==> src/pmsbr_cfg.svh <==
// offsets, field positions and reset values of the register bank
// included by the bank (pmsbr_regs) and by each regulator control slice (pmsbr_buck_ctrl)
//
// Behaviour
// - battery register bit 7 set lets low-battery flag raise the interrupt
// - battery register bit 6 reads 1 while a low-battery interrupt is pending
// - battery register bit 5 reads live comparator, 1 when battery below threshold
// - battery register bits 3:0 hold threshold code driven to comparator
// - thermal register bit 7 set lets thermal flag raise the interrupt
// - thermal register bit 6 reads 1 while a thermal interrupt is pending
// - primary voltage code in bits 5:0, bits 7:6 read zero
// - dual-code regulator applies primary code while select pin is low
// - dual-code regulator applies secondary code while select pin is high
// - control bit 7 turns the regulator on or off
// - control bit 2 set runs regulator 180 degrees out of phase
// - control bit 1 set lets the regulator fault raise the interrupt
// - control bit 0 reads 1 while output is above power-good threshold
`ifndef PMSBR_CFG_SVH
`define PMSBR_CFG_SVH

// ----------------------------------------
// register offsets
// ----------------------------------------
`define PMSBR_OFS_BAT   8'h00
`define PMSBR_OFS_THR   8'h01
`define PMSBR_OFS_V1    8'h10
`define PMSBR_OFS_C1    8'h12
`define PMSBR_OFS_V2    8'h20
`define PMSBR_OFS_V2B   8'h21
`define PMSBR_OFS_C2    8'h22
`define PMSBR_OFS_V3    8'h30
`define PMSBR_OFS_C3    8'h32

// ----------------------------------------
// field positions
// ----------------------------------------
`define PMSBR_B_UNMASK  7
`define PMSBR_B_FLAG    6
`define PMSBR_B_LIVE    5
`define PMSBR_B_RSVD    4
`define PMSBR_B_EN      7
`define PMSBR_B_PHASE   2
`define PMSBR_B_FLTEN   1
`define PMSBR_B_PGOOD   0

// ----------------------------------------
// reset values and fillers
// ----------------------------------------
`define PMSBR_RST_BYTE  8'h00
`define PMSBR_RST_CODE  4'h0
`define PMSBR_RST_V     6'h00
`define PMSBR_RST_RSVD  6'h00
`define PMSBR_ZERO2     2'h0
`define PMSBR_ZERO4     4'h0

`endif

==> src/pmsbr_pkg.sv <==
// shared types of the register bank
// no assumptions beyond a SystemVerilog compiler
package pmsbr_pkg;
    typedef logic [7:0] pmsbr_byte_type;
    typedef logic [5:0] pmsbr_vcode_type;
    typedef logic [3:0] pmsbr_thr_type;
endpackage : pmsbr_pkg

==> src/pmsbr_buck_if.sv <==
// carrier between the bank and one regulator control slice
// driven from the bank's clock domain only
`timescale 1ns/1ps
`default_nettype none
interface pmsbr_buck_if;
    logic                    ctrl_wr;
    pmsbr_pkg::pmsbr_byte_type wdata;
    logic                    pgood;
    logic                    fault;
    pmsbr_pkg::pmsbr_byte_type ctrl_rd;
    logic                    fault_req;
    logic                    en;
    logic                    phase;
    modport bank (output ctrl_wr, wdata, pgood, fault,
                  input  ctrl_rd, fault_req, en, phase);
    modport buck (input  ctrl_wr, wdata, pgood, fault,
                  output ctrl_rd, fault_req, en, phase);
endinterface : pmsbr_buck_if
`default_nettype wire

==> src/pmsbr_regs.sv <==
// control and status register bank: battery monitor, thermal
// interrupt, voltage and control of three switching regulators
// register port is a simple strobe port behind the serial interface;
// analog status levels are asynchronous and synchronised here
`timescale 1ns/1ps
`default_nettype none
`include "pmsbr_cfg.svh"
module pmsbr_regs (
    // clock, reset, enable
    input  wire logic       core_clk,
    input  wire logic       nrst,
    input  wire logic       ce,
    // register port
    input  wire logic [7:0] reg_addr,
    input  wire logic [7:0] reg_wdata,
    input  wire logic       reg_wr,
    input  wire logic       reg_rd,
    output var  logic [7:0] reg_rdata,
    // analog status
    input  wire logic       bat_below_in,
    input  wire logic       thermal_in,
    input  wire logic       voltage_select_pin,
    input  wire logic [2:0] pgood_in,
    input  wire logic [2:0] fault_in,
    // regulator controls
    output var  logic [3:0] battery_threshold_code,
    output var  logic [5:0] buck_one_vcode,
    output var  logic [5:0] buck_two_vcode,
    output var  logic [5:0] buck_three_vcode,
    output var  logic [2:0] buck_en,
    output var  logic [2:0] buck_phase,
    // open-drain interrupt
    output var  logic       irq_out,
    output var  logic       irq_oe
);
    // ----------------------------------------
    // reset release
    // ----------------------------------------
    logic rst_meta_r;
    logic rst_n_s;

    always_ff @(posedge core_clk or negedge nrst) begin
        if (!nrst) begin
            rst_meta_r <= 1'b0;
            rst_n_s    <= 1'b0;
        end else if (ce) begin
            rst_meta_r <= 1'b1;
            rst_n_s    <= rst_meta_r;
        end
    end

    // ----------------------------------------
    // input synchronisers
    // ----------------------------------------
    logic [8:0] pins_s;
    logic       bat_live;
    logic       thr_live;
    logic       voltage_select_pin_s;
    logic [2:0] pg_s;
    logic [2:0] flt_s;

    pmsbr_sync #(.W(9)) u_sync (
        .core_clk (core_clk),
        .rst_n    (rst_n_s),
        .ce       (ce),
        .d        ({fault_in, pgood_in, voltage_select_pin, thermal_in, bat_below_in}),
        .q        (pins_s)
    );

    assign bat_live = pins_s[0];
    assign thr_live = pins_s[1];
    assign voltage_select_pin_s   = pins_s[2];
    assign pg_s     = pins_s[5:3];
    assign flt_s    = pins_s[8:6];

    // ----------------------------------------
    // address decode
    // ----------------------------------------
    wire hit_bat = reg_addr == `PMSBR_OFS_BAT;
    wire hit_thr = reg_addr == `PMSBR_OFS_THR;
    wire hit_v1  = reg_addr == `PMSBR_OFS_V1;
    wire hit_v2  = reg_addr == `PMSBR_OFS_V2;
    wire hit_v2b = reg_addr == `PMSBR_OFS_V2B;
    wire hit_v3  = reg_addr == `PMSBR_OFS_V3;
    wire hit_c1  = reg_addr == `PMSBR_OFS_C1;
    wire hit_c2  = reg_addr == `PMSBR_OFS_C2;
    wire hit_c3  = reg_addr == `PMSBR_OFS_C3;
    wire wr_bat  = reg_wr & hit_bat;
    wire wr_thr  = reg_wr & hit_thr;
    wire rd_bat  = reg_rd & hit_bat;
    wire rd_thr  = reg_rd & hit_thr;

    // ----------------------------------------
    // system registers
    // ----------------------------------------
    logic       bat_unmask_r;
    logic       bat_flag_r;
    logic       bat_rsvd_r;
    logic [3:0] bat_code_r;
    logic       bat_prev_r;
    logic       thr_unmask_r;
    logic       thr_flag_r;
    logic [5:0] thr_rsvd_r;
    logic       thr_prev_r;

    // flag sets on the rising comparator edge; a set wins over read-clear
    wire bat_set      = bat_live & ~bat_prev_r;
    wire thr_set      = thr_live & ~thr_prev_r;
    wire bat_flag_nxt = bat_set | (bat_flag_r & ~rd_bat);
    wire thr_flag_nxt = thr_set | (thr_flag_r & ~rd_thr);

    always_ff @(posedge core_clk or negedge rst_n_s) begin
        if (!rst_n_s) begin
            bat_unmask_r <= 1'b0;
            bat_rsvd_r   <= 1'b0;
            bat_code_r   <= `PMSBR_RST_CODE;
        end else if (ce && wr_bat) begin
            bat_unmask_r <= reg_wdata[`PMSBR_B_UNMASK];
            bat_rsvd_r   <= reg_wdata[`PMSBR_B_RSVD];
            bat_code_r   <= reg_wdata[3:0];
        end
    end

    always_ff @(posedge core_clk or negedge rst_n_s) begin
        if (!rst_n_s) begin
            thr_unmask_r <= 1'b0;
            thr_rsvd_r   <= `PMSBR_RST_RSVD;
        end else if (ce && wr_thr) begin
            thr_unmask_r <= reg_wdata[`PMSBR_B_UNMASK];
            thr_rsvd_r   <= reg_wdata[5:0];
        end
    end

    always_ff @(posedge core_clk or negedge rst_n_s) begin
        if (!rst_n_s) begin
            bat_flag_r <= 1'b0;
            thr_flag_r <= 1'b0;
            bat_prev_r <= 1'b0;
            thr_prev_r <= 1'b0;
        end else if (ce) begin
            bat_flag_r <= bat_flag_nxt;
            thr_flag_r <= thr_flag_nxt;
            bat_prev_r <= bat_live;
            thr_prev_r <= thr_live;
        end
    end

    assign battery_threshold_code = bat_code_r;

    // ----------------------------------------
    // voltage codes
    // ----------------------------------------
    logic [5:0] vpri_r [3];
    logic [5:0] vsec_r;
    logic [2:0] vwr;

    assign vwr = {reg_wr & hit_v3, reg_wr & hit_v2, reg_wr & hit_v1};

    always_ff @(posedge core_clk or negedge rst_n_s) begin
        if (!rst_n_s) begin
            for (int i = 0; i < 3; i++) begin
                vpri_r[i] <= `PMSBR_RST_V;
            end
            vsec_r <= `PMSBR_RST_V;
        end else if (ce) begin
            for (int i = 0; i < 3; i++) begin
                if (vwr[i]) begin
                    vpri_r[i] <= reg_wdata[5:0];
                end
            end
            if (reg_wr && hit_v2b) begin
                vsec_r <= reg_wdata[5:0];
            end
        end
    end

    wire [5:0] buck_two_sel = voltage_select_pin_s ? vsec_r : vpri_r[1];

    always_ff @(posedge core_clk or negedge rst_n_s) begin
        if (!rst_n_s) begin
            buck_one_vcode   <= `PMSBR_RST_V;
            buck_two_vcode   <= `PMSBR_RST_V;
            buck_three_vcode <= `PMSBR_RST_V;
        end else if (ce) begin
            buck_one_vcode   <= vpri_r[0];
            buck_two_vcode   <= buck_two_sel;
            buck_three_vcode <= vpri_r[2];
        end
    end

    // ----------------------------------------
    // regulator control slices
    // ----------------------------------------
    pmsbr_buck_if bif [3] ();
    wire [2:0] cwr = {reg_wr & hit_c3, reg_wr & hit_c2, reg_wr & hit_c1};
    logic [2:0] fault_req;
    logic [7:0] ctrl_rd [3];

    for (genvar g = 0; g < 3; g++) begin : g_buck
        assign bif[g].ctrl_wr = cwr[g];
        assign bif[g].wdata   = reg_wdata;
        assign bif[g].pgood   = pg_s[g];
        assign bif[g].fault   = flt_s[g];
        assign fault_req[g]   = bif[g].fault_req;
        assign ctrl_rd[g]     = bif[g].ctrl_rd;
        assign buck_en[g]     = bif[g].en;
        assign buck_phase[g]  = bif[g].phase;
        pmsbr_buck_ctrl u_buck (
            .core_clk (core_clk),
            .rst_n    (rst_n_s),
            .ce       (ce),
            .bus      (bif[g].buck)
        );
    end

    // ----------------------------------------
    // read data
    // ----------------------------------------
    wire [7:0] bat_rd = {bat_unmask_r, bat_flag_r, bat_live, bat_rsvd_r, bat_code_r};
    wire [7:0] thr_rd = {thr_unmask_r, thr_flag_r, thr_rsvd_r};
    wire [7:0] rd_mux =
        hit_bat ? bat_rd :
        hit_thr ? thr_rd :
        hit_v1  ? {`PMSBR_ZERO2, vpri_r[0]} :
        hit_v2  ? {`PMSBR_ZERO2, vpri_r[1]} :
        hit_v2b ? {`PMSBR_ZERO2, vsec_r}    :
        hit_v3  ? {`PMSBR_ZERO2, vpri_r[2]} :
        hit_c1  ? ctrl_rd[0] :
        hit_c2  ? ctrl_rd[1] :
        hit_c3  ? ctrl_rd[2] : `PMSBR_RST_BYTE;

    always_ff @(posedge core_clk or negedge rst_n_s) begin
        if (!rst_n_s) begin
            reg_rdata <= `PMSBR_RST_BYTE;
        end else if (ce && reg_rd) begin
            reg_rdata <= rd_mux;
        end
    end

    // ----------------------------------------
    // interrupt
    // ----------------------------------------
    wire irq_any = (bat_flag_r & bat_unmask_r) | (thr_flag_r & thr_unmask_r)
                 | (|fault_req);

    always_ff @(posedge core_clk or negedge rst_n_s) begin
        if (!rst_n_s) begin
            irq_oe  <= 1'b0;
            irq_out <= 1'b0;
        end else if (ce) begin
            irq_oe  <= irq_any;
            irq_out <= 1'b0;
        end
    end
endmodule : pmsbr_regs
`default_nettype wire

==> src/pmsbr_sync.sv <==
// two-stage synchroniser for a vector of pin levels
// inputs are asynchronous to core_clk
`timescale 1ns/1ps
`default_nettype none
module pmsbr_sync #(
    parameter int W = 1
) (
    // clock and reset
    input  wire logic         core_clk,
    input  wire logic         rst_n,
    input  wire logic         ce,
    // levels
    input  wire logic [W-1:0] d,
    output var  logic [W-1:0] q
);
    logic [W-1:0] meta_r;

    always_ff @(posedge core_clk or negedge rst_n) begin
        if (!rst_n) begin
            meta_r <= '0;
            q      <= '0;
        end else if (ce) begin
            meta_r <= d;
            q      <= meta_r;
        end
    end
endmodule : pmsbr_sync
`default_nettype wire

==> src/pmsbr_buck_ctrl.sv <==
// control register of one switching regulator
// pgood and fault arrive already synchronised
`timescale 1ns/1ps
`default_nettype none
`include "pmsbr_cfg.svh"
module pmsbr_buck_ctrl (
    // clock and reset
    input  wire logic  core_clk,
    input  wire logic  rst_n,
    input  wire logic  ce,
    // bank side
    pmsbr_buck_if.buck bus
);
    logic en_r;
    logic phase_r;
    logic flten_r;
    logic fault_req_r;

    always_ff @(posedge core_clk or negedge rst_n) begin
        if (!rst_n) begin
            en_r    <= 1'b0;
            phase_r <= 1'b0;
            flten_r <= 1'b0;
        end else if (ce && bus.ctrl_wr) begin
            en_r    <= bus.wdata[`PMSBR_B_EN];
            phase_r <= bus.wdata[`PMSBR_B_PHASE];
            flten_r <= bus.wdata[`PMSBR_B_FLTEN];
        end
    end

    always_ff @(posedge core_clk or negedge rst_n) begin
        if (!rst_n) begin
            fault_req_r <= 1'b0;
        end else if (ce) begin
            fault_req_r <= bus.fault & flten_r;
        end
    end

    assign bus.en        = en_r;
    assign bus.phase     = phase_r;
    assign bus.fault_req = fault_req_r;
    assign bus.ctrl_rd   = {en_r, `PMSBR_ZERO4, phase_r, flten_r, bus.pgood};
endmodule : pmsbr_buck_ctrl
`default_nettype wire

==> config.mk <==
export PLATFORM = sky130hd
export DESIGN_NAME = pmsbr_regs
export DESIGN_NICKNAME = d
export VERILOG_FILES = /design/src/pmsbr_pkg.sv /design/src/pmsbr_buck_if.sv /design/src/pmsbr_regs.sv /design/src/pmsbr_sync.sv /design/src/pmsbr_buck_ctrl.sv
export VERILOG_INCLUDE_DIRS = /design/src
export SDC_FILE = /design/constraint.sdc
export NUM_CORES = 1
export LEC_CHECK = 0
export ABC_AREA = 1
export BUFFER_PORTS_ARGS = -buffer_cell sky130_fd_sc_hd__clkbuf_2
export CAP_MARGIN = 0
export CORE_ASPECT_RATIO = 0.6
export CORE_UTILIZATION = 61
export CTS_BUF_LIST = sky130_fd_sc_hd__clkbuf_16
export CTS_CLUSTER_SIZE = 8
export DETAILED_ROUTE_END_ITERATION = 6
export PLACE_DENSITY = 0.95
export SYNTH_ARGS = -nofsm -noshare
export SYNTH_HDL_FRONTEND = slang
export SYNTH_SLANG_ARGS = --single-unit
==> constraint.sdc <==
create_clock -name core_clk -period 6.69 [get_ports core_clk]
set_input_delay 1.0035 -clock core_clk [delete_from_list [all_inputs] [get_ports core_clk]]
set_output_delay 1.0035 -clock core_clk [all_outputs]
set_load 0.02 [all_outputs]
==> metrics.yaml, run 1 <==
outcome: "finished with violations"
violations: "DRC"
grt_max_degree: 78
grtUsageTotal_pct: 31.34
drt_iter0_markers: 496
synthSimpleGateAreaFrac_pct: 22.56
drtAntennaViolNets: 0
dpl.hpwl_mm: 7.562
dieArea_um2: 7526
wirelength_mm: 10.46
synth_top_area_cell: "dfrtp_1"
fin_nets: 594
cts_tree: "built"
numCtsBuffers: 9
skew_ps: 6.259
final_area_um2: 4952
period_share_pct: 41.47
peakVddDrop_uv: 187.1
end_kind: "flip-flop"
worstMarginPinSlew_ps: 947.4
ys_types: 30
drive_gt1_share_pct: 18.63
clk_path_buf_depth: 2
synth_fa_ha_area_share_pct: 0
gr-usage-met1_pct: 40.01
routabilityCongestion: 0.9292
cp_max_fo: 12
hold_buffers: 0
grt_use_met3_pct: 11.58
syn_inst: 512
synth_compound_area_share_pct: 12.73
yosys.area_share.xor_xnor_pct: 0
area_growth_pct: 13.18
seq_area_frac_synth_pct: 57.19
die_w_um: 111.3
cp-start-kind: "input pin"
hold_violations: 0
io_pins: 68
grt_overflow: 0
reg2regPathDepth: 1
hold_ws_ps: 207.9
via_count: 3728
final_common_cell: "nand2_1"
rows: 23
worstHoldPathType: "reg2async"
post-route-util_pct: 72.92
yosys-mux-area-fraction_pct: 0
postCtsSetupRepairBufs: 0
grt_pass1_wl_mm: 17.39
ys_ff_latch: 100
worstPathRequired_ps: 6910
cts_root_buf: "clkbuf_16"
synth_top_area_share_pct: 57.19
cts-htree-levels: 3
antenna_found_initial: 0
drv_cap: 0
initial_core_util_pct: 64.43
yosys_warnings: 0
syn_area_per_cell_um2: 8.546
grtUsageMet2_pct: 50.63
grt_pass1_vias: 3599
cts-resized-gates: 0
p_per_area_nw_per_um2: 248.2
fin_crit_ps: 2774
path_clk_slew_ps: 60
syn_area_um2: 4375
die_h_um: 67.60
slew_violations: 0
busiest_layer: "met2"
via_per_inst: 5.683
leakage_nw: 2.530
syn_nets: 542
critPathKind: "in2reg"
wl_per_cell_um: 15.94
finalSetupViolations: 0
layout_common_cells: "nand2_1 (156), dfrtp_1 (99), clkbuf_2 (65)"
fmax_mhz: 360.5
antenna-diode-count: 0
drc: 14
firstDrtPassIters: 7
clk_latency_ps: 350
p_total_mw: 1.229
timing.slew.headroom_pct: 36.61
arrival_ps: 3000
placed_area_um2: 4683
design.core.area_um2: 6792
synth_area_leaders: "dfrtp_1 (57%), nand2_1 (13%), o21ai_0 (7.0%)"
cts.sinks: 100
grt_setup_unrepaired: "no"
io_buffers: 65
timing.setup.tns_ps: 0
synth_top_family_by_area: "simple AND/OR/NAND/NOR gates"
power breakdown:
| part | total [mW] | leakage [nW] | switching, mW | internal [mW] |
|---|---|---|---|---|
| sequential | 0.655 | 1.33 | 0.0214 | 0.633 |
| combinational | 0.106 | 1.08 | 0.0756 | 0.0302 |
| clock | 0.469 | 0.123 | 0.220 | 0.249 |
| total | 1.23 | 2.53 | 0.317 | 0.912 |
synth_stat cells, drive strengths merged:
cell and count:
nand2 159, dfrtp 100, o21ai 91, inv 47
nand3 34, nor2 34, buf 15, clkbuf 11
a21oi 3, a22o 3, nand4 3, a31oi 2
nor3 2, o22ai 2, a41oi 1, clkinv 1
conb 1, nor4 1, o211ai 1, or2 1
layout make-up:
type                       instances  area, um^2
sequential                       100        2506
fill                             501        1839
multi-input combinational        338        1548
timing repair buffer              67       340.3
clock buffer                       9       225.2
inverter                          48       180.2
tap                               87       108.9
clock inverter                     7       43.79
state kept, by name, indices dropped and copies added (netlist names), 4 cells and up:
register and cells:
reg_rdata 8, vpri_r 18, vsec_r 6, buck_one_vcode 6, buck_two_vcode 6, u_sync.q 9, u_sync.meta_r 9, thr_rsvd_r 6
battery_threshold_code 4, buck_three_vcode 6
path summary, 6_finish.rpt:
path	start	to	slack, ps
worst max-delay path	reg_addr[6]	vpri_r[10]	3920
worst min-delay path	rst_n_s	buck_three_vcode[1]	210
worst max register to register	rst_n_s	battery_threshold_code[2]	5270
worst min register to register	rst_n_s	buck_three_vcode[1]	210
max in group asynchronous	rst_n_s	battery_threshold_code[2]	5270
min in group core_clk	thr_prev_r	thr_flag_r	460
critical path, stage by stage:
cell	delay [ps]
clkbuf_2	100
inv_1	60
nand2_1	140
nor2_1	750
nand2_1	220
inv_2	150
nand2_1	310
nand2_1	190
o21ai_2	70
per-layer routing:
metal	vias to the layer above	share of wire (%)
li1	1747	-
met1	1760	41
met2	196	46
met3	25	11
met4	0	1.7
met5	-	0
cells by family (layout without fill, tap and decap cells):
group,after synthesis,count (layout)
AOI/OAI and AO/OA,103,103
and+or+nand+nor,234,234
other,1,1
DFF,100,100
buffers and inverters,74,131
metrics by stage:
step	cells	worst slack, ps
global placement	640	3740
CTS	656	4001
detailed placement	640	3665
finish	656	3916
floorplan	512	3678
global route	656	3759
Power figures use the tool's default switching activity.
==> run 2, diff against run 1 <==
CORE_UTILIZATION = 56   (was 61)
PLACE_DENSITY = 0.9   (was 0.95)
clock period = 2.7 ns   (was 6.69 ns; I/O delays follow)
==> metrics.yaml, run 2 (same netlist as run 1, synthesis figures left out) <==
routabilityCongestion: 0.9368
drv_cap: 0
io_pins: 68
critPathKind: "in2reg"
timing.setup.tns_ps: 0
slew_violations: 0
area_growth_pct: 15.01
slowest_delay_ps: 390
crit_path_top_delay_cell: "nor2_1"
drt_iter0_markers: 332
cp-start-kind: "input pin"
drive_gt1_share_pct: 18.88
clk_latency_ps: 350
firstDrtPassIters: 6
via_per_inst: 5.536
drtAntennaViolNets: 0
hold_violations: 0
end_kind: "flip-flop"
postCtsSetupRepairBufs: 0
cts_tree: "built"
dieArea_um2: 8183
fin_nets: 598
dpl.hpwl_mm: 7.725
cts_root_buf: "clkbuf_16"
regArea_um2: 2506
cts.sinks: 100
peakVddDrop_uv: 409.6
crit_buf_inv: 3
grt_pass1_vias: 3588
timing.slew.headroom_pct: 50.99
grt_overflow: 0
skew_ps: 3.946
grt_max_degree: 59
top_register: "vpri_r"
die_h_um: 70.47
reg_top3: "vpri_r x18, u_sync.meta_r x9, u_sync.q x9"
outcome: "complete, no violations"
numCtsBuffers: 9
period_share_pct: 62.77
placed_area_um2: 4740
path_cells: "clkbuf_2 -> inv_1 -> nand2_1 -> nor2_1 -> nand2_1 -> inv_2 -> nand2_1 -> nand2_1 -> o21ai_2"
arrival_ps: 1920
worstHoldPathType: "in2reg"
antenna_found_initial: 0
grt_setup_unrepaired: "no"
antenna-diode-count: 0
worstPathRequired_ps: 2920
worstMarginPinSlew_ps: 735.2
cpLargestDelayFamily: "simple AND/OR/NAND/NOR gates"
cts-resized-gates: 0
clk_path_buf_depth: 2
multi_input_area_um2: 1548
final_area_um2: 5032
drc: 0
wirelength_mm: 10.73
final_common_cell: "nand2_1"
cpMostUsedCell: "nand2_1"
largest_reg_flops: 18
finalSetupViolations: 0
fmax_mhz: 590.0
via_count: 3742
fillCellCount: 639
die_w_um: 116.1
cp_max_fo: 12
io_buffers: 65
path_clk_slew_ps: 60
fin_crit_ps: 1695
initial_core_util_pct: 58.99
p_per_area_nw_per_um2: 622.1
wl_per_cell_um: 15.87
layout_common_cells: "nand2_1 (156), dfrtp_1 (99), clkbuf_2 (65)"
leakage_nw: 2.568
design.core.area_um2: 7417
grtUsageTotal_pct: 29.47
rows: 24
cts-htree-levels: 3
grt_pass1_wl_mm: 17.74
-- run 2: changes by cell type in the layout (fill, tap and decap cells not counted), sizes merged --
cell and change:
buf +3, dlygate4sd3 +1, bufinv +1, inv +1
clkinvlp -1, clkinv -2
-- run 2: repair_timing --
item / CTS / global route
hold buffers: 1 / 0
endpoints found under the setup margin: 0 / 0
hold endpoints to repair: 2 / 0
-- run 2: per-layer routing --
layer  share of wire [%]  GRT usage [%]
met3                 8.8          9.549
met4                 1.6          9.117
met1                  45          40.96
met5                   0              0
met2                  44          44.05
-- run 2: area by class of cell --
type | count | share of cell area [%]
well taps | 104 | 2.586
flip-flops and latches | 100 | 49.80
clock buffers | 9 | 4.475
inverters | 48 | 3.580
multi-input cells | 338 | 30.76
repair buffers | 71 | 7.658
clock inverters | 6 | 1.144
-- run 2: report_power, final --
part / switching [mW] / leakage, nW / internal, mW
Clock: 0.534 / 0.136 / 0.704
Sequential: 0.0669 / 1.33 / 1.57
Combinational: 0.176 / 1.10 / 0.0810
Total: 0.777 / 2.57 / 2.35
-- run 2: path summary, 6_finish.rpt --
kind	start	endpoint	slack (ps)	depth (start not counted)
worst max-delay path	reg_addr[6]	vpri_r[7]	1010	9
worst min-delay path	pgood_in[0]	u_sync.meta_r[3]	260	3
worst max register to register	g_buck[2].u_buck.bus.phase	reg_rdata[2]	1520	6
worst min register to register	rst_n_s	buck_three_vcode[3]	400	0
max in group asynchronous	rst_n_s	g_buck[1].u_buck.bus.en	1630	1
min in group asynchronous	nrst	rst_meta_r	370	2
-- run 2: through the flow --
step                      hold slack [ps]  setup slack, ps  total power [mW]  cells  utilization, %
after global routing                271.0            864.0             3.256    676           67.85
after detailed placement            194.4            677.4             1.919    660           63.90
after floorplan                     109.4            955.0             1.808    512               -
after global placement              191.9            705.0             1.906    660           63.90
after CTS                           254.6             1053             3.155    676           67.85
final                               262.9             1005             3.131    676           67.85
-- run 2: worst register-to-register path: stages, from the launching register on --
cell and delay [ps]:
dfrtp_1 420, nand3_1 110, nand3_1 110, nor2_1 140, nand4_1 150, nand2_1 100
nand2_1 50
==> run 3, diff against run 2 <==
ABC_AREA = 0   (was 1)
CORE_UTILIZATION = 57   (was 56)
PLACE_DENSITY = 0.91   (was 0.9)
clock period = 1.6 ns   (was 2.7 ns; I/O delays follow)
==> metrics.yaml, run 3 <==
ys_ff_latch: 100
dp.cells: 555
routabilityCongestion: 0.9327
crit_path_top_delay_cell: "nor4b_2"
grt_overflow: 0
async_flop_share_pct: 100.0
worstMarginPinSlew_ps: 565.6
switching_share_pct: 23.69
design.core.area_um2: 7507
yosys-mux-area-fraction_pct: 21.44
syn_nets: 394
final_cells: 572
dpl.hpwl_mm: 8.310
grt_pass1_vias: 3349
clk_latency_ps: 350
p_per_area_nw_per_um2: 1010
seq_area_frac_synth_pct: 54.82
outcome: "complete, no violations"
fin_crit_ps: 1480
layout_common_cells: "dfrtp_1 (99), mux2_2 (78), clkbuf_2 (65)"
rows: 24
postCtsSetupRepairBufs: 0
antenna_found_initial: 0
synthSimpleGateAreaFrac_pct: 9.211
slowest_delay_ps: 280
skew_ps: 8.347
timing.slew.headroom_pct: 62.29
drv_cap: 0
fin_nets: 493
synth_top_area_cell: "dfrtp_1"
cpMostUsedCell: "buf_4"
grtUsageTotal_pct: 29.28
synth_enable_flop_cells: 0
yosys_warnings: 0
synthTopCellsByCount: "dfrtp_1 (100), mux2_2 (78), nand2_1 (16), nor2_1 (16)"
synth_top_area_share_pct: 54.82
clkPwrFrac_pct: 41.6
drtAntennaViolNets: 0
cts-htree-levels: 3
fmax_mhz: 675.7
pwr-share-comb_pct: 9.5
p_switching_mw: 1.331
via_count: 3331
cts_root_buf: "clkbuf_16"
final_common_cell: "dfrtp_1"
wirelength_mm: 11.50
syn_area_um2: 4564
ys_types: 45
synth_flop_cell: "dfrtp_1"
finalSetupViolations: 0
area_growth_pct: 21.90
largest_reg_flops: 18
cp-start-kind: "input pin"
reg_top3: "vpri_r x18, u_sync.meta_r x9, u_sync.q x9"
path_cells: "clkbuf_2 -> buf_4 -> buf_4 -> nor4b_2 -> buf_4 -> o2bb2ai_1 -> a32oi_1 -> a211oi_1 -> a211o_2"
period_share_pct: 92.50
crit_buf_inv: 4
synth_area_leaders: "dfrtp_1 (55%), mux2_2 (19%), mux2i_1 (2.2%)"
drt_iter0_markers: 204
drive_gt1_share_pct: 47.01
cpLargestDelayFamily: "compound AO/OA/AOI/OAI gates"
peakVddDrop_uv: 783.2
hold_violations: 0
synth_top_family_by_area: "multiplexers"
numCtsBuffers: 9
yosys.area_share.xor_xnor_pct: 0
firstDrtPassIters: 5
clk_path_buf_depth: 2
synth_fa_ha_area_share_pct: 0
initial_core_util_pct: 60.80
hold_ws_ps: 118.2
arrival_ps: 1780
io_pins: 68
die_w_um: 117.5
grt_pass1_wl_mm: 18.12
die_h_um: 71.32
wl_per_cell_um: 20.10
end_kind: "flip-flop"
syn_area_per_cell_um2: 12.54
path_clk_slew_ps: 70
worstHoldPathType: "in2reg"
grt_max_degree: 99
via_per_inst: 5.823
slew_violations: 0
dieArea_um2: 8381
p_int_mw: 4.289
cts_tree: "built"
cts.sinks: 100
syn_inst: 364
io_buffers: 65
synth_compound_area_share_pct: 9.841
cp_max_fo: 7
grt_setup_unrepaired: "no"
synth_most_common_cell: "dfrtp_1"
antenna-diode-count: 0
top_register: "vpri_r"
drc: 0
worstPathRequired_ps: 1900
critPathKind: "in2reg"
leakage_nw: 2.705
seqPwrFrac_pct: 48.9
## run 3: changes by cell type after synthesis, moves of 24 or more
cell     change
o21ai_0     -49
inv_1       -29
o21ai_1     -25
mux2_2      +78
nand3_1     -24
nand2_1    -140
## run 3: final cells by class
class / instances / area [um^2]
Clock buffer: 9 / 225.2
Timing Repair Buffer: 112 / 705.7
Tap cell: 104 / 130.1
Inverter: 12 / 45.04
Multi-Input combinational cell: 228 / 1854
Fill cell: 513 / 1943
Clock inverter: 7 / 97.59
Sequential cell: 100 / 2506
## run 3: worst reg2reg max path, delay by kind of cell (launching register included)
kind	cells	cell delay (ps)
compound gates	3	680
simple gates	2	140
flops	1	370
buf+inv	1	180
## run 3: worst paths after layout
kind	from	endpoint	slack (ps)	cells past startpoint
setup reg to reg	vpri_r[11]	reg_rdata[5]	140	6
setup / recovery	reg_addr[5]	reg_rdata[0]	120	9
max in group asynchronous	rst_n_s	u_sync.meta_r[3]	790	1
hold / removal	bat_below_in	u_sync.meta_r[0]	120	2
min in group asynchronous	nrst	rst_n_s	210	2
hold reg to reg	rst_n_s	u_sync.q[8]	350	1
## run 3: kinds of logic after synthesis
logic type	Yosys count
flops	100
compound gates	64
buf+inv	36
other cells	1
mux	88
simple gates	75
## run 3: routing by layer
metal  track usage (%)  up-vias  part of all wire, %
li1                  -     1518                    -
met1             40.74     1662                   46
met2             45.50      132                   45
met3             7.962       19                  7.4
met4             9.117        0                  1.5
met5                 0        -                    0
## run 3: timing repair
item / in CTS / in global routing
endpoints found under the hold margin: 2 / 0
gates resized for setup: 0 / 0
hold buffers: 1 / 0
## run 3: through the flow
stage | setup TNS [ps] | util, % | setup WS [ps] | power [mW] | cell area (um^2)
floorplan | 0 | - | 1.295 | 3.086 | 4574
global placement | -3985 | 69.68 | -196.1 | 3.289 | 5231
detailed placement | -5740 | 69.68 | -206.4 | 3.317 | 5231
CTS | 0 | 74.12 | 132.9 | 5.653 | 5564
global route | 0 | 74.12 | 23.45 | 5.806 | 5564
finish | 0 | 74.12 | 120.0 | 5.620 | 5564
## run 3: power by group through the flow
stage | registers (mW) | logic [mW] | clock network (mW)
global route | 2.76 | 0.567 | 2.48
detailed placement | 2.80 | 0.521 | 0
floorplan | 2.79 | 0.294 | 0
global placement | 2.78 | 0.505 | 0
finish | 2.75 | 0.533 | 2.34
CTS | 2.75 | 0.530 | 2.37
